## src/hw/lbb_pkg.sv

```systemverilog
package lbb_pkg;
  // bus widths: address words A31..A2 and data
  localparam int ADDR_W = 30;
  localparam int DATA_W = 32;
  localparam int LEN_W = 8;
  localparam int FIFO_DEPTH = 8;
  localparam int ROOM_W = 4;
  // linear burst: four double words, 16-byte aligned start
  localparam int BURST_LEN = 4;
  localparam logic [ROOM_W-1:0] ROOM_MIN = 4'h5;
  // bus_config_reg_eighteen, cache_line_length_field at 15..11
  localparam int CFG_W = 16;
  localparam int CLL_LSB = 11;
  localparam int CLL_MSB = 15;
  localparam logic [15:0] CFG_RESET = 16'h2000;
  localparam logic [4:0] CLL_A2 = 5'h01;
  localparam logic [4:0] CLL_A3 = 5'h02;
  localparam logic [4:0] CLL_A4 = 5'h04;
  localparam logic [4:0] CLL_A5 = 5'h08;
  localparam logic [4:0] CLL_A6 = 5'h10;
  localparam logic [29:0] MASK_A2 = 30'h3FFFFFFF;
  localparam logic [29:0] MASK_A3 = 30'h3FFFFFFE;
  localparam logic [29:0] MASK_A4 = 30'h3FFFFFFC;
  localparam logic [29:0] MASK_A5 = 30'h3FFFFFF8;
  localparam logic [29:0] MASK_A6 = 30'h3FFFFFF0;
  // hold request stays low this many bus clocks; clock is the bus clock
  localparam int CLK_NS = 25;
  localparam int HOLD_GAP_BCLK = 2;
  localparam int HOLD_GAP_CYC = HOLD_GAP_BCLK * CLK_NS / CLK_NS;
  typedef enum logic [2:0] {
    ST_IDLE = 3'h0,
    ST_HREQ = 3'h1,
    ST_WAIT = 3'h2,
    ST_T1 = 3'h3,
    ST_T2 = 3'h4,
    ST_BOFF = 3'h5,
    ST_GAP = 3'h6
  } lbb_state_t;
endpackage

```

## src/hw/lbb_fifo_if.sv

```systemverilog
`timescale 1ns/10ps
interface lbb_fifo_if;
  logic push_valid;
  logic push_ready;
  logic [31:0] push_data;
  logic [3:0] room;
  modport src (output push_valid, output push_data,
    input push_ready, input room);
  modport snk (input push_valid, input push_data,
    output push_ready, output room);
endinterface

```

## src/hw/lbb_fifo.sv

```systemverilog
`timescale 1ns/10ps
module lbb_fifo #(
  parameter int W = 32,
  parameter int D = 8
) (
  // clock and reset
  input wire logic clk,
  input wire logic rst_sn,
  // fill side
  lbb_fifo_if.snk f,
  // drain side
  output logic out_valid,
  output logic [W-1:0] out_data,
  input wire logic out_ready
);
  localparam int PW = $clog2(D);
  localparam int CW = $clog2(D + 1);

  typedef struct packed {
    logic [D-1:0][W-1:0] mem;
    logic [PW-1:0] wp;
    logic [PW-1:0] rp;
    logic [CW-1:0] cnt;
    logic ov;
    logic [W-1:0] od;
  } lbb_fifo_st_t;

  lbb_fifo_st_t q, d;
  logic push, pop;

  ////////////////////////////////////////////////////////////////////////
  always_comb begin
    d = q;
    push = f.push_valid && (q.cnt != CW'(D));
    // output stage refills whenever it is empty or being taken
    pop = (q.cnt != '0) && (!q.ov || out_ready);
    if (q.ov && out_ready) begin
      d.ov = 1'b0;
    end
    if (pop) begin
      d.od = q.mem[q.rp];
      d.ov = 1'b1;
      d.rp = q.rp + 1'b1;
    end
    if (push) begin
      d.mem[q.wp] = f.push_data;
      d.wp = q.wp + 1'b1;
    end
    d.cnt = q.cnt + CW'(push) - CW'(pop);
  end

  always_ff @(posedge clk or negedge rst_sn) begin
    if (!rst_sn) begin
      q <= '0;
    end else begin
      q <= d;
    end
  end

  assign f.push_ready = q.cnt != CW'(D);
  assign f.room = 4'(CW'(D) - q.cnt);
  assign out_valid = q.ov;
  assign out_data = q.od;
endmodule

```

## src/hw/lbb_master.sv

```systemverilog
`timescale 1ns/10ps
module lbb_master (
  // clock and reset
  input wire logic mclk,
  input wire logic rst_n,
  // transfer request
  input wire logic req_valid,
  input wire logic [29:0] req_addr,
  input wire logic [7:0] req_len,
  output logic req_ready,
  // configuration
  input wire logic cfg_wr,
  input wire logic [15:0] cfg_wdata,
  output logic [15:0] cfg_rdata,
  // bus arbitration
  output logic hold_req,
  input wire logic hold_ack,
  input wire logic boff_n,
  input wire logic ahold,
  // bus cycle
  output logic ads_n,
  output logic blast_n,
  output logic cmd_oe_n,
  output logic [29:0] addr_out,
  output logic [29:0] addr_oe_n,
  input wire logic brdy_n,
  input wire logic ready_return_input_n,
  input wire logic [31:0] bus_data,
  // read data out
  output logic out_valid,
  output logic [31:0] out_data,
  input wire logic out_ready
);
  typedef struct packed {
    lbb_pkg::lbb_state_t st;
    logic [29:0] addr;
    logic [7:0] remain;
    logic [1:0] beat;
    logic lin;
    logic first;
    logic hold;
    logic ads_n;
    logic blast_n;
    logic cmd_oe_n;
    logic [29:0] aoe_n;
    logic [1:0] gap;
    logic rdy;
    logic [15:0] cfg;
    logic push_v;
    logic [31:0] push_d;
  } lbb_mst_t;

  localparam lbb_mst_t RST = '{st: lbb_pkg::ST_IDLE, addr: '0,
    remain: '0, beat: '0, lin: 1'b0, first: 1'b0, hold: 1'b0,
    ads_n: 1'b1, blast_n: 1'b1, cmd_oe_n: 1'b1, aoe_n: '1, gap: '0,
    rdy: 1'b0, cfg: lbb_pkg::CFG_RESET, push_v: 1'b0, push_d: '0};

  lbb_mst_t q, d;
  logic [1:0] rst_q;
  logic rst_sn;
  lbb_fifo_if fi ();
  logic boff, brdy, rtn, xfer, start_lin, room_ok, owned, last_q;
  logic [4:0] cache_line_length_field;
  logic [29:0] fmask;

  function automatic logic last_beat(input logic lin,
      input logic [1:0] beat, input logic [7:0] remain);
    last_beat = !lin || (beat == 2'(lbb_pkg::BURST_LEN - 1)) ||
      (remain == 8'h01);
  endfunction

  ////////////////////////////////////////////////////////////////////////
  always_ff @(posedge mclk or negedge rst_n) begin
    if (!rst_n) begin
      rst_q <= 2'h0;
    end else begin
      rst_q <= {rst_q[0], 1'b1};
    end
  end
  assign rst_sn = rst_q[1];

  ////////////////////////////////////////////////////////////////////////
  // synchronous bus sampling
  assign boff = !boff_n;
  assign brdy = !brdy_n;
  assign rtn = !ready_return_input_n;
  assign xfer = brdy || rtn;
  assign cache_line_length_field = q.cfg[lbb_pkg::CLL_MSB:lbb_pkg::CLL_LSB];
  assign room_ok = fi.room >= lbb_pkg::ROOM_MIN;
  assign last_q = last_beat(q.lin, q.beat, q.remain);
  // fresh sequence bursts only from aligned address
  assign start_lin = (q.beat == 2'h0) ?
    ((q.addr[1:0] == 2'h0) && (q.remain >= 8'(lbb_pkg::BURST_LEN))) :
    q.lin;

  // floated range per line length code
  always_comb begin
    case (cache_line_length_field)
      lbb_pkg::CLL_A2: fmask = lbb_pkg::MASK_A2;
      lbb_pkg::CLL_A3: fmask = lbb_pkg::MASK_A3;
      lbb_pkg::CLL_A4: fmask = lbb_pkg::MASK_A4;
      lbb_pkg::CLL_A5: fmask = lbb_pkg::MASK_A5;
      lbb_pkg::CLL_A6: fmask = lbb_pkg::MASK_A6;
      default: fmask = 30'h00000000;
    endcase
  end

  ////////////////////////////////////////////////////////////////////////
  always_comb begin
    d = q;
    d.push_v = 1'b0;
    d.push_d = bus_data;
    if (cfg_wr) begin
      d.cfg = cfg_wdata;
    end
    case (q.st)
      lbb_pkg::ST_IDLE: begin
        if (req_valid && q.rdy && (req_len != 8'h00)) begin
          d.addr = req_addr;
          d.remain = req_len;
          d.beat = 2'h0;
          d.hold = 1'b1;
          d.st = lbb_pkg::ST_HREQ;
        end
      end
      lbb_pkg::ST_HREQ: begin
        if (hold_ack) begin
          d.st = lbb_pkg::ST_WAIT;
          d.cmd_oe_n = 1'b0;
        end
      end
      lbb_pkg::ST_WAIT: begin
        // commands stay driven, strobe held off
        d.ads_n = 1'b1;
        // no new strobe while address is held
        if (!ahold && room_ok) begin
          d.st = lbb_pkg::ST_T1;
          d.ads_n = 1'b0;
          d.lin = start_lin;
          d.first = (q.beat == 2'h0) ? 1'b0 : q.first;
          d.blast_n = !last_beat(start_lin, q.beat, q.remain);
        end
      end
      lbb_pkg::ST_T1: begin
        d.ads_n = 1'b1;
        // hold in first state suspends the burst
        if (ahold) begin
          d.st = lbb_pkg::ST_WAIT;
          d.blast_n = 1'b1;
        end else begin
          d.st = lbb_pkg::ST_T2;
        end
      end
      lbb_pkg::ST_T2: begin
        // no ready: address and strobe left as they are
        if (xfer) begin
          d.push_v = 1'b1;
          d.addr = q.addr + 30'h1;
          d.remain = q.remain - 8'h01;
          d.first = 1'b1;
          d.beat = last_q ? 2'h0 : q.beat + 2'h1;
          if (q.remain == 8'h01) begin
            d.hold = 1'b0;
            d.cmd_oe_n = 1'b1;
            d.blast_n = 1'b1;
            d.gap = 2'h0;
            d.st = lbb_pkg::ST_GAP;
          end else if (last_q || rtn) begin
            // ready-return keeps the beat count; waits
            d.blast_n = 1'b1;
            d.st = lbb_pkg::ST_WAIT;
          end else begin
            d.blast_n = !last_beat(q.lin, d.beat, d.remain);
          end
        end
      end
      lbb_pkg::ST_BOFF: begin
        if (!boff) begin
          d.st = lbb_pkg::ST_WAIT;
          d.cmd_oe_n = 1'b0;
        end
      end
      lbb_pkg::ST_GAP: begin
        // request stays low for the gap
        if (q.gap == 2'(lbb_pkg::HOLD_GAP_CYC - 1)) begin
          d.st = lbb_pkg::ST_IDLE;
        end else begin
          d.gap = q.gap + 2'h1;
        end
      end
      default: d.st = lbb_pkg::ST_IDLE;
    endcase
    // back-off wins over a same-edge ready
    if (boff && ((q.st == lbb_pkg::ST_WAIT) || (q.st == lbb_pkg::ST_T1) ||
        (q.st == lbb_pkg::ST_T2))) begin
      d.st = lbb_pkg::ST_BOFF;
      d.addr = q.addr;
      d.remain = q.remain;
      d.push_v = 1'b0;
      // a last ready lost to back-off must not drop the bus request
      d.hold = q.hold;
      d.first = q.first;
      // partial burst dropped; address of the interrupted beat kept
      d.beat = 2'h0;
      d.ads_n = 1'b1;
      d.blast_n = 1'b1;
      d.cmd_oe_n = 1'b1;
    end
    d.rdy = d.st == lbb_pkg::ST_IDLE;
    owned = (d.st == lbb_pkg::ST_WAIT) || (d.st == lbb_pkg::ST_T1) ||
      (d.st == lbb_pkg::ST_T2);
    // float takes effect the cycle after hold is seen
    d.aoe_n = owned ? (ahold ? fmask : 30'h00000000) : 30'h3FFFFFFF;
  end

  always_ff @(posedge mclk or negedge rst_sn) begin
    if (!rst_sn) begin
      q <= RST;
    end else begin
      q <= d;
    end
  end

  ////////////////////////////////////////////////////////////////////////
  // room is checked before every strobe, so push_ready never drops here
  assign fi.push_valid = q.push_v;
  assign fi.push_data = q.push_d;

  lbb_fifo #(.W(lbb_pkg::DATA_W), .D(lbb_pkg::FIFO_DEPTH)) u_fifo (
    .clk(mclk),
    .rst_sn(rst_sn),
    .f(fi),
    .out_valid(out_valid),
    .out_data(out_data),
    .out_ready(out_ready)
  );

  assign req_ready = q.rdy;
  assign cfg_rdata = q.cfg;
  assign hold_req = q.hold;
  assign ads_n = q.ads_n;
  assign blast_n = q.blast_n;
  assign cmd_oe_n = q.cmd_oe_n;
  assign addr_out = q.addr;
  assign addr_oe_n = q.aoe_n;
endmodule

```

## config.mk

```make
export PLATFORM = sky130hd
export DESIGN_NAME = lbb_master
export DESIGN_NICKNAME = d
export VERILOG_FILES = /design/src/hw/lbb_pkg.sv /design/src/hw/lbb_fifo_if.sv /design/src/hw/lbb_fifo.sv /design/src/hw/lbb_master.sv
export SDC_FILE = /design/constraint.sdc
export NUM_CORES = 1
export LEC_CHECK = 0
export BUFFER_PORTS_ARGS = -buffer_cell sky130_fd_sc_hd__clkbuf_2
export CORE_AREA = 2 2 196 198
export DETAILED_ROUTE_END_ITERATION = 16
export DIE_AREA = 0 0 198 200
export HOLD_SLACK_MARGIN = 0.02
export PLACE_DENSITY = 0.72
export SLEW_MARGIN = 20
export SYNTH_ARGS = -nofsm -noshare
export SYNTH_HDL_FRONTEND = slang
export SYNTH_HIERARCHICAL = 1
export SYNTH_SLANG_ARGS = --single-unit
```

## constraint.sdc

```tcl
create_clock -name mclk -period 11.5 [get_ports mclk]
set_input_delay 1.725 -clock mclk [delete_from_list [all_inputs] [get_ports mclk]]
set_output_delay 1.725 -clock mclk [all_outputs]
set_load 0.02 [all_outputs]
```

; ---- Word level (Yosys, flattened, before mapping)
; Index checks and enable logic that the tools add are counted.
[totals]
register_bits = 431
inputBits = 96
output_inout_bits = 114
wordCells = 173
[classes]
n_addsub = 9
order_cmp = 5
eq_ne = 31
n_mux = 47
bitwise_logic = 1
n_reduce_logical = 51
[ops]
columns = operator, n
row1 = $bwmux 256, 1
row2 = $pmux 30 s5, 1
row3 = $mux 43, 3
row4 = $bmux 32 s3, 1
row5 = $demux 32 s3, 1
row6 = $pmux 40 s2, 1
row7 = $mux 32, 2
row8 = $mux 30, 2
row9 = $mux 33, 1
row10 = $add 30x1->30 const B, 1
row11 = $mux 3, 8
row12 = $pmux 3 s7, 1
row13 = $eq 8x1->1 const B, 2
row14 = $mux 2, 7
row15 = $logic_or 1x1->1, 13
row16 = $mux 1, 13
row17 = $eq 3x2->1 const B, 4
row18 = $eq 3x3->1 const B, 4
row19 = $ne 3x2->1 const B, 4
row20 = $reduce_and 4->1, 3
row21 = $reduce_bool 4->1, 3
row22 = $reduce_and 5->1, 2
row23 = $logic_and 1x1->1, 9
row24 = $logic_not 1->1, 9
row25 = 32 further kinds, 48

; ---- Depth between registers and ports, before layout
; Gate-level depths: netlist of the first run.
[logic_depth]
depth_word = 13
mapped_depth = 13
depth_no_buf = 11

; ---- Modules after synthesis
; The synthesis of the first run kept the hierarchy.
[modules_own_cells]
columns = module, instances, cells_each, area_per_inst_um2, seq_area_each_um2
row1 = lbb_fifo, 1, 966, 13827.0, 7482.2
row2 = lbb_master, 1, 587, 5715.5, 2688.8

; ---- Least setup slack after synthesis of the first run
; OpenSTA, ideal clock, no wires.
[synth_path]
path_kind = in2reg
start = in out_ready
end = reg u_fifo/q[35] (netlist name)
setup_ns = 0.123
arrival_time_ns = 3.326
t_required_ns = 11.377
setup_slack_ns = 8.051
stages = 10
n_path_buf = 1
cell_sequence = nor2b_1 or2_1 buf_6 inv_1 ha_1 inv_1 ha_1 inv_1 fa_1 xor2_1
[synth_rtl]
columns = item, line_no
row1 = start: declaration, lbb_master.sv:32  ; input wire logic out_ready
row2 = end signal: assignment, lbb_fifo.sv:54  ; q <= '0;
row3 = end signal: assignment, lbb_fifo.sv:56  ; q <= d;
row4 = end: declaration, lbb_fifo.sv:28  ; lbb_fifo_st_t q, d;

==> results of run 1 <==
-- final cells by class --
class	instances	share of cell area [%]
tap	511	2.96
clock inverter	7	0.557
inverter	27	0.470
multi-input combinational	918	37.0
sequential	406	47.2
antenna	1	0.0116
clock buffer	71	6.09
timing repair buffer	228	5.77
-- path summary, 6_finish.rpt --
kind | to | start | depth (start not counted) | slack, ns
min reg2reg | rst_q[1] | rst_q[0] | 0 | 0.35
max reg2reg | u_fifo/q[35] | u_fifo/q[34] | 11 | 7.43
min in group asynchronous | fi.push_data[27] | rst_q[1] | 0 | 0.47
min | rst_q[1] | rst_q[0] | 0 | 0.35
max in group asynchronous | fi.push_data[7] | rst_q[1] | 2 | 8.68
max | u_fifo/q[35] | out_ready | 11 | 7.23
-- kinds of logic after synthesis --
family | count (synthesis) | synth area share [%]
other cells | 1 | 0.0192
flops | 406 | 52.0
compound gates | 307 | 10.5
simple gates | 172 | 5.06
mux | 407 | 23.1
xor+xnor | 11 | 0.493
fa+ha+maj | 20 | 1.32
buf+inv | 229 | 7.50
-- stage by stage --
step | std cells | power (W)
final | 2169 | 0.00540
after detailed placement | 2088 | 0.00399
after floorplan | 1553 | 0.00365
after global routing | 2168 | 0.00570
after global placement | 2088 | 0.00392
after CTS | 2166 | 0.00541
-- flip-flops by register name, summed over array words and instances, names as in the netlist --
signal	cells
hold_req	1
rst_q	2
fi.push_data	32
u_fifo/out_data	32
u_fifo/out_valid	1
cmd_oe_n	1
fi.push_valid	1
cfg_rdata	16
addr_oe_n	5
blast_n	1
u_fifo/q	266
req_ready	1
ads_n	1
q	16
addr_out	30
-- layer usage --
layer  vias to the layer above  wire (µm)  global-route usage [%]
met5                         -          0                       0
met4                         0        929                    6.10
met3                        76       2080                    3.68
met2                       333      21100                    36.9
met1                      6420      19200                    29.8
li1                       5672          -                       -
-- report_power, final --
| part | internal [W] | switching (W) |
|---|---|---|
| registers | 0.00184 | 0.000355 |
| logic | 0.000799 | 0.00100 |
| clock network | 0.000846 | 0.000558 |
-- layout by cell type, fill, tap and decap left out, types with 5 or more instances in the layout --
master     instances
clkbuf_8           9
nor2b_1            5
clkbuf_16         45
a21oi_1           40
nor2_4             5
clkbuf_1          17
a22o_1            33
nor2_1            37
mux2_1           128
o2bb2ai_1          6
a31oi_1            7
mux2i_1           65
nor3_1            11
o31ai_2           15
and2_1             5
o211ai_1           7
o31ai_1           19
o22ai_1           36
mux2_2           213
a32oi_1            9
nand2_1           31
buf_4             15
dfstp_2            9
and3_1             8
nand3_1           12
xnor2_1            7
a22oi_1            8
o21ai_0          101
dfrtp_1          395
inv_1             27
clkbuf_2         209
nand2b_1           7
ha_1              19
nor4_1            12
==> results.tsv, run 1 <==
metric	value	unit
outcome	finished, final reports clean	
rows	71	
holdWs	0.349	ns
vias_per_cell	5.76	
grt_pass1_wl	68700	µm
finalMaxSlewViolations	0	
clk_path_buf_depth	3	
grt_use_total	22.0	%
drive_gt1_share	33.7	%
cp_slowest_cell	or2_2	
power_density	250	nW/µm²
layout.nets	1741	
endpoint_kind	flip-flop	
cpMostUsedCell	inv_1	
io_buffers	209	
synth.most_common_cell	dfrtp_1	
place_hpwl	25100	µm
grt-ovfl-total	0	
ir_worst_vdd	189	µV
drc	0	
vias	12501	
synth_nets	1669	
placed_area	20100	µm²
synth-main-ff-cell	dfrtp_1	
setup_ws	7.23	ns
yosys_warnings	6	
critPathMaxStageDelay	0.97	ns
criticalPathCategory	input pin to flip-flop	
dieArea	39600	µm²
synth_area_leaders	dfrtp_1, mux2_2, mux2_1, buf_4, mux2i_1	
cts_sinks	406	
wl_per_cell	19.9	µm
grt_pass1_vias	12462	
cts_setup_buffers	0	
start_util	52.3	%
cp_max_fo	35	
final_util	57.7	%
worstMarginPinSlew	1.15	ns
avgSynthCellArea	12.6	µm²
crit_family	simple AND/OR/NAND/NOR gates	
yosys.area.top_type_share	50.8	%
cp.arrival	4.70	ns
fin_crit_sh	37.2	%
netlist_instances	1553	
fillerInstances	3062	
ctsHoldBuffers	0	
h-tree-depth	2	
grt_max_degree	180	
fmaxAchievable	234	MHz
fin_area	21600	µm²
rsz0062_at_grt	no	
async_reset_ff_share	100	%
synth_largest_area_cell	dfrtp_1	
cts_buffers	44	
cts_root_buf	clkbuf_16	
ys_types	74	
leakage	10.4	nW
hold_violations	0	
die_w	198	µm
dr.pass1.iters	4	
die_y	200	µm
num_io_pins	210	
slew-limit-headroom	23.2	%
crit_chain	clkbuf_2 -> nor2b_4 -> buf_4 -> or2_2 -> inv_1 -> ha_1 -> inv_1 -> ha_1 -> inv_1 -> fa_1 -> xor2_1	
synth-edff-count	0	
dp_slack	6.69	ns
setup_viol	0	
synthToLayoutAreaGrowth	10.4	%
synth_common_cells	dfrtp_1, mux2_2, buf_4	
cts_resized	0	
multi_input_area	7980	µm²
ys_seq_area_share	52.0	%
drt-total-wl	43300	µm
antenna_found_initial	1	
clk_pin_slew	0.06	ns
period_minus_slack	4.27	ns
hold_class	flip-flop to flip-flop	
fin_tns_setup	0	ns
path_buf_inv	5	
clock_latency	0.55	ns
max_cap_viol_count	0	
worstPathRequired	11.93	ns
setup.worst_path.start_class	input pin	
synth_seq_cells	406	
cts_tree	yes	
netlist_area	19500	µm²
routabilityCongestion	0.851	
clock-skew-final	0.0156	ns
drtIter0Drc	696	
ant_nets	0	
regArea	10200	µm²
core_area	37400	µm²
Power figures use the tool's default switching activity.
==> run 2, diff against run 1 <==
ABC_AREA = 1   (was unset)
PLACE_DENSITY = 0.71   (was 0.72)
clock period = 4.3 ns   (was 11.5 ns; I/O delays follow)
==> results.tsv, run 2 <==
metric	value	unit	change
layout.nets	2739		was 1741
drive_gt1_share	13.9	%	was 33.7%
netlist_area	20300	µm²	was 19500 µm²
synth-edff-count	0		unchanged
cp_slowest_cell	dfrtp_4		was or2_2
fin_crit_sh	63.4	%	
worstMarginPinSlew	1.12	ns	was 1.15 ns
yosys_warnings	6		unchanged
rsz0062_at_grt	no		unchanged
leakage	11.2	nW	was 10.4 nW
setup_ws	1.57	ns	was 7.23 ns
layout_common_cells	nand2_1, dfrtp_1, inv_1		was dfrtp_1, mux2_2, clkbuf_2
synth_nets	2693		was 1669
die_w	198	µm	unchanged
p_seq_share	38.4	%	was 40.6%
outcome	finished, final reports clean		unchanged
rows	71		unchanged
clk_path_buf_depth	3		unchanged
cp_max_fo	97		was 35
swShare	40.7	%	was 35.5%
cpMostUsedCell	nand3_1		was inv_1
cts_tree	yes		unchanged
clock_latency	0.57	ns	was 0.55 ns
hold_violations	0		unchanged
grt-ovfl-total	0		unchanged
cts_buffers	44		unchanged
p_switching	0.00695	W	was 0.00192 W
critPathMaxStageDelay	1.09	ns	was 0.97 ns
synthToLayoutAreaGrowth	9.96	%	was 10.4%
crit_chain	inv_2 -> buf_4 -> nand2_1 -> nand3_1 -> nand3_1 -> nand3_1 -> nand2_1		was clkbuf_2 -> nor2b_4 -> buf_4 -> or2_2 -> inv_1 -> ha_1 -> inv_1 -> ha_1 -> inv_1 -> fa_1 -> xor2_1
clk_pin_slew	0.06	ns	about the same
fmaxAchievable	367	MHz	
vias_per_cell	5.20		was 5.76
ys_seq_area_share	50.1	%	was 52.0%
grt_use_total	25.3	%	was 22.0%
cts_root_buf	clkbuf_16		unchanged
grt_pass1_wl	79900	µm	was 68700 µm
synth_seq_cells	406		unchanged
endpoint_kind	flip-flop		unchanged
fillerInstances	3397		was 3062
hold_class	flip-flop to asynchronous set/reset pin		was flip-flop to flip-flop
cp.arrival	3.22	ns	was 4.70 ns
regMostFlops	u_fifo/q		unchanged
yosys.area.top_type_share	48.9	%	was 50.8%
synthAdderAreaFrac	1.27	%	was 1.32%
dp_slack	1.55	ns	was 6.69 ns
synth-main-ff-cell	dfrtp_1		unchanged
vias	16469		was 12501
drtIter0Drc	1262		was 696
finalMaxSlewViolations	0		unchanged
start_util	54.3	%	was 52.3%
largest_register_ffs	266		unchanged
dieArea	39600	µm²	unchanged
synth_top_family_by_area	simple AND/OR/NAND/NOR gates		was multiplexers
drt-total-wl	49000	µm	was 43300 µm
cts_sinks	406		unchanged
drc	0		unchanged
diodes	0		was 1
p_comb_share	38.3	%	was 33.4%
place_hpwl	29300	µm	was 25100 µm
ant_nets	0		unchanged
fin_tns_setup	0	ns	unchanged
slew-limit-headroom	25.0	%	was 23.2%
synth_common_cells	nand2_1, dfrtp_1, inv_1		was dfrtp_1, mux2_2, buf_4
routabilityCongestion	0.920		was 0.851
cts_setup_buffers	0		unchanged
grt_pass1_vias	15565		was 12462
netlist_instances	2577		was 1553
io_buffers	209		unchanged
ir_worst_vdd	411	µV	was 189 µV
core_area	37400	µm²	unchanged
wl_per_cell	15.5	µm	was 19.9 µm
final_common_cell	nand2_1		was dfrtp_1
power_density	765	nW/µm²	was 250 nW/µm²
clockPowerShare	23.4	%	was 26.0%
holdWs	0.160	ns	was 0.349 ns
synth_area_leaders	dfrtp_1, nand2_1, o21ai_0, inv_1, nand3_1		was dfrtp_1, mux2_2, mux2_1, buf_4, mux2i_1
p_int	0.0101	W	was 0.00348 W
synth_largest_area_cell	dfrtp_1		unchanged
synth.most_common_cell	nand2_1		was dfrtp_1
grt_max_degree	154		was 180
cts_resized	0		unchanged
setup.worst_path.start_class	flip-flop		was input pin
clock-skew-final	0.0220	ns	was 0.0156 ns
synth_mux_area_share	0.659	%	was 23.1%
ys_types	48		was 74
h-tree-depth	2		unchanged
avgSynthCellArea	7.88	µm²	was 12.6 µm²
worstPathRequired	4.79	ns	was 11.93 ns
criticalPathCategory	flip-flop to flip-flop		was input pin to flip-flop
period_minus_slack	2.73	ns	
die_y	200	µm	unchanged
final_util	59.7	%	was 57.7%
antenna_found_initial	3		was 1
synth-compound-area-share	9.10	%	was 10.5%
synth-xor-area-share	0.474	%	was 0.493%
setup_viol	0		unchanged
async_reset_ff_share	100	%	unchanged
dr.pass1.iters	5		was 4
max_cap_viol_count	0		unchanged
num_io_pins	210		unchanged
synth_simple_gate_area_share	25.0	%	was 5.06%
-- run 2: changes by cell type after synthesis, sizes merged, moves of 64 or more --
cell,delta
mux2i,-64
nor2,+87
inv,+320
o21ai,+197
mux2,-331
nand3,+236
nand2,+735
-- run 2: what timing repair did --
item / CTS / global route
endpoints found under the setup margin: 0 / 0
endpoints found under the hold margin: 2 / 0
hold buffers: 1 / 0
-- run 2: worst paths after layout --
kind | slack (ns) | cells after the start | from | endpoint
worst max-delay path | 1.57 | 7 | u_fifo/q[37] | u_fifo/out_data[25]
worst min-delay path | 0.16 | 0 | rst_q[1] | u_fifo/q[75]
worst max register to register | 1.57 | 7 | u_fifo/q[37] | u_fifo/out_data[25]
worst min register to register | 0.16 | 0 | rst_q[1] | u_fifo/q[75]
max in group asynchronous | 3.10 | 1 | rst_q[1] | fi.push_data[22]
min in group mclk | 0.18 | 1 | bus_data[9] | fi.push_data[9]
-- run 2: cell type report --
| class | count | area [µm²] | share of cell area (%) |
|---|---|---|---|
| clock buffer | 65 | 1300 | 5.82 |
| tap | 511 | 639 | 2.86 |
| clock inverter | 16 | 243 | 1.09 |
| inverter | 349 | 1320 | 5.90 |
| sequential | 406 | 10200 | 45.6 |
| multi-input combinational | 1594 | 7430 | 33.3 |
| timing repair buffer | 228 | 1230 | 5.50 |
-- run 2: kinds of logic after synthesis --
kind of cell,after synthesis
AOI/OAI and AO/OA,355
and+or+nand+nor,1195
adders and majority gates,20
muxes,12
buffers and inverters,577
DFF,406
xor gates and xnor gates,11
other,1
-- run 2: stage by stage --
| step | power (W) | instances | area, µm² |
|---|---|---|---|
| after global routing | 0.0185 | 3169 | 22300 |
| after floorplan | 0.0118 | 2577 | 20300 |
| after CTS | 0.0172 | 3168 | 22300 |
| final | 0.0171 | 3169 | 22300 |
| after detailed placement | 0.0131 | 3086 | 20800 |
| after global placement | 0.0129 | 3086 | 20800 |
-- run 2: power by group through the flow --
stage	Combinational (W)	Clock, W	Sequential [W]
after global placement	0.00636	0	0.00653
after CTS	0.00656	0.00408	0.00654
final	0.00654	0.00399	0.00655
after floorplan	0.00561	0	0.00623
after detailed placement	0.00651	0	0.00658
after global routing	0.00750	0.00424	0.00675
-- run 2: worst max-delay path: cells and delay by family (launching register included) --
kind,cells,cell delay (ns)
DFF,1,1.09
and+or+nand+nor,5,0.48
buffers and inverters,2,1.03
-- run 2: per-layer routing --
metal / vias to the layer above / GRT usage, % / wire (µm)
met2: 529 / 41.5 / 23000
met4: 4 / 8.58 / 1210
met1: 7786 / 34.4 / 21500
li1: 8063 / - / -
met3: 87 / 4.37 / 3240
met5: - / 0 / 26
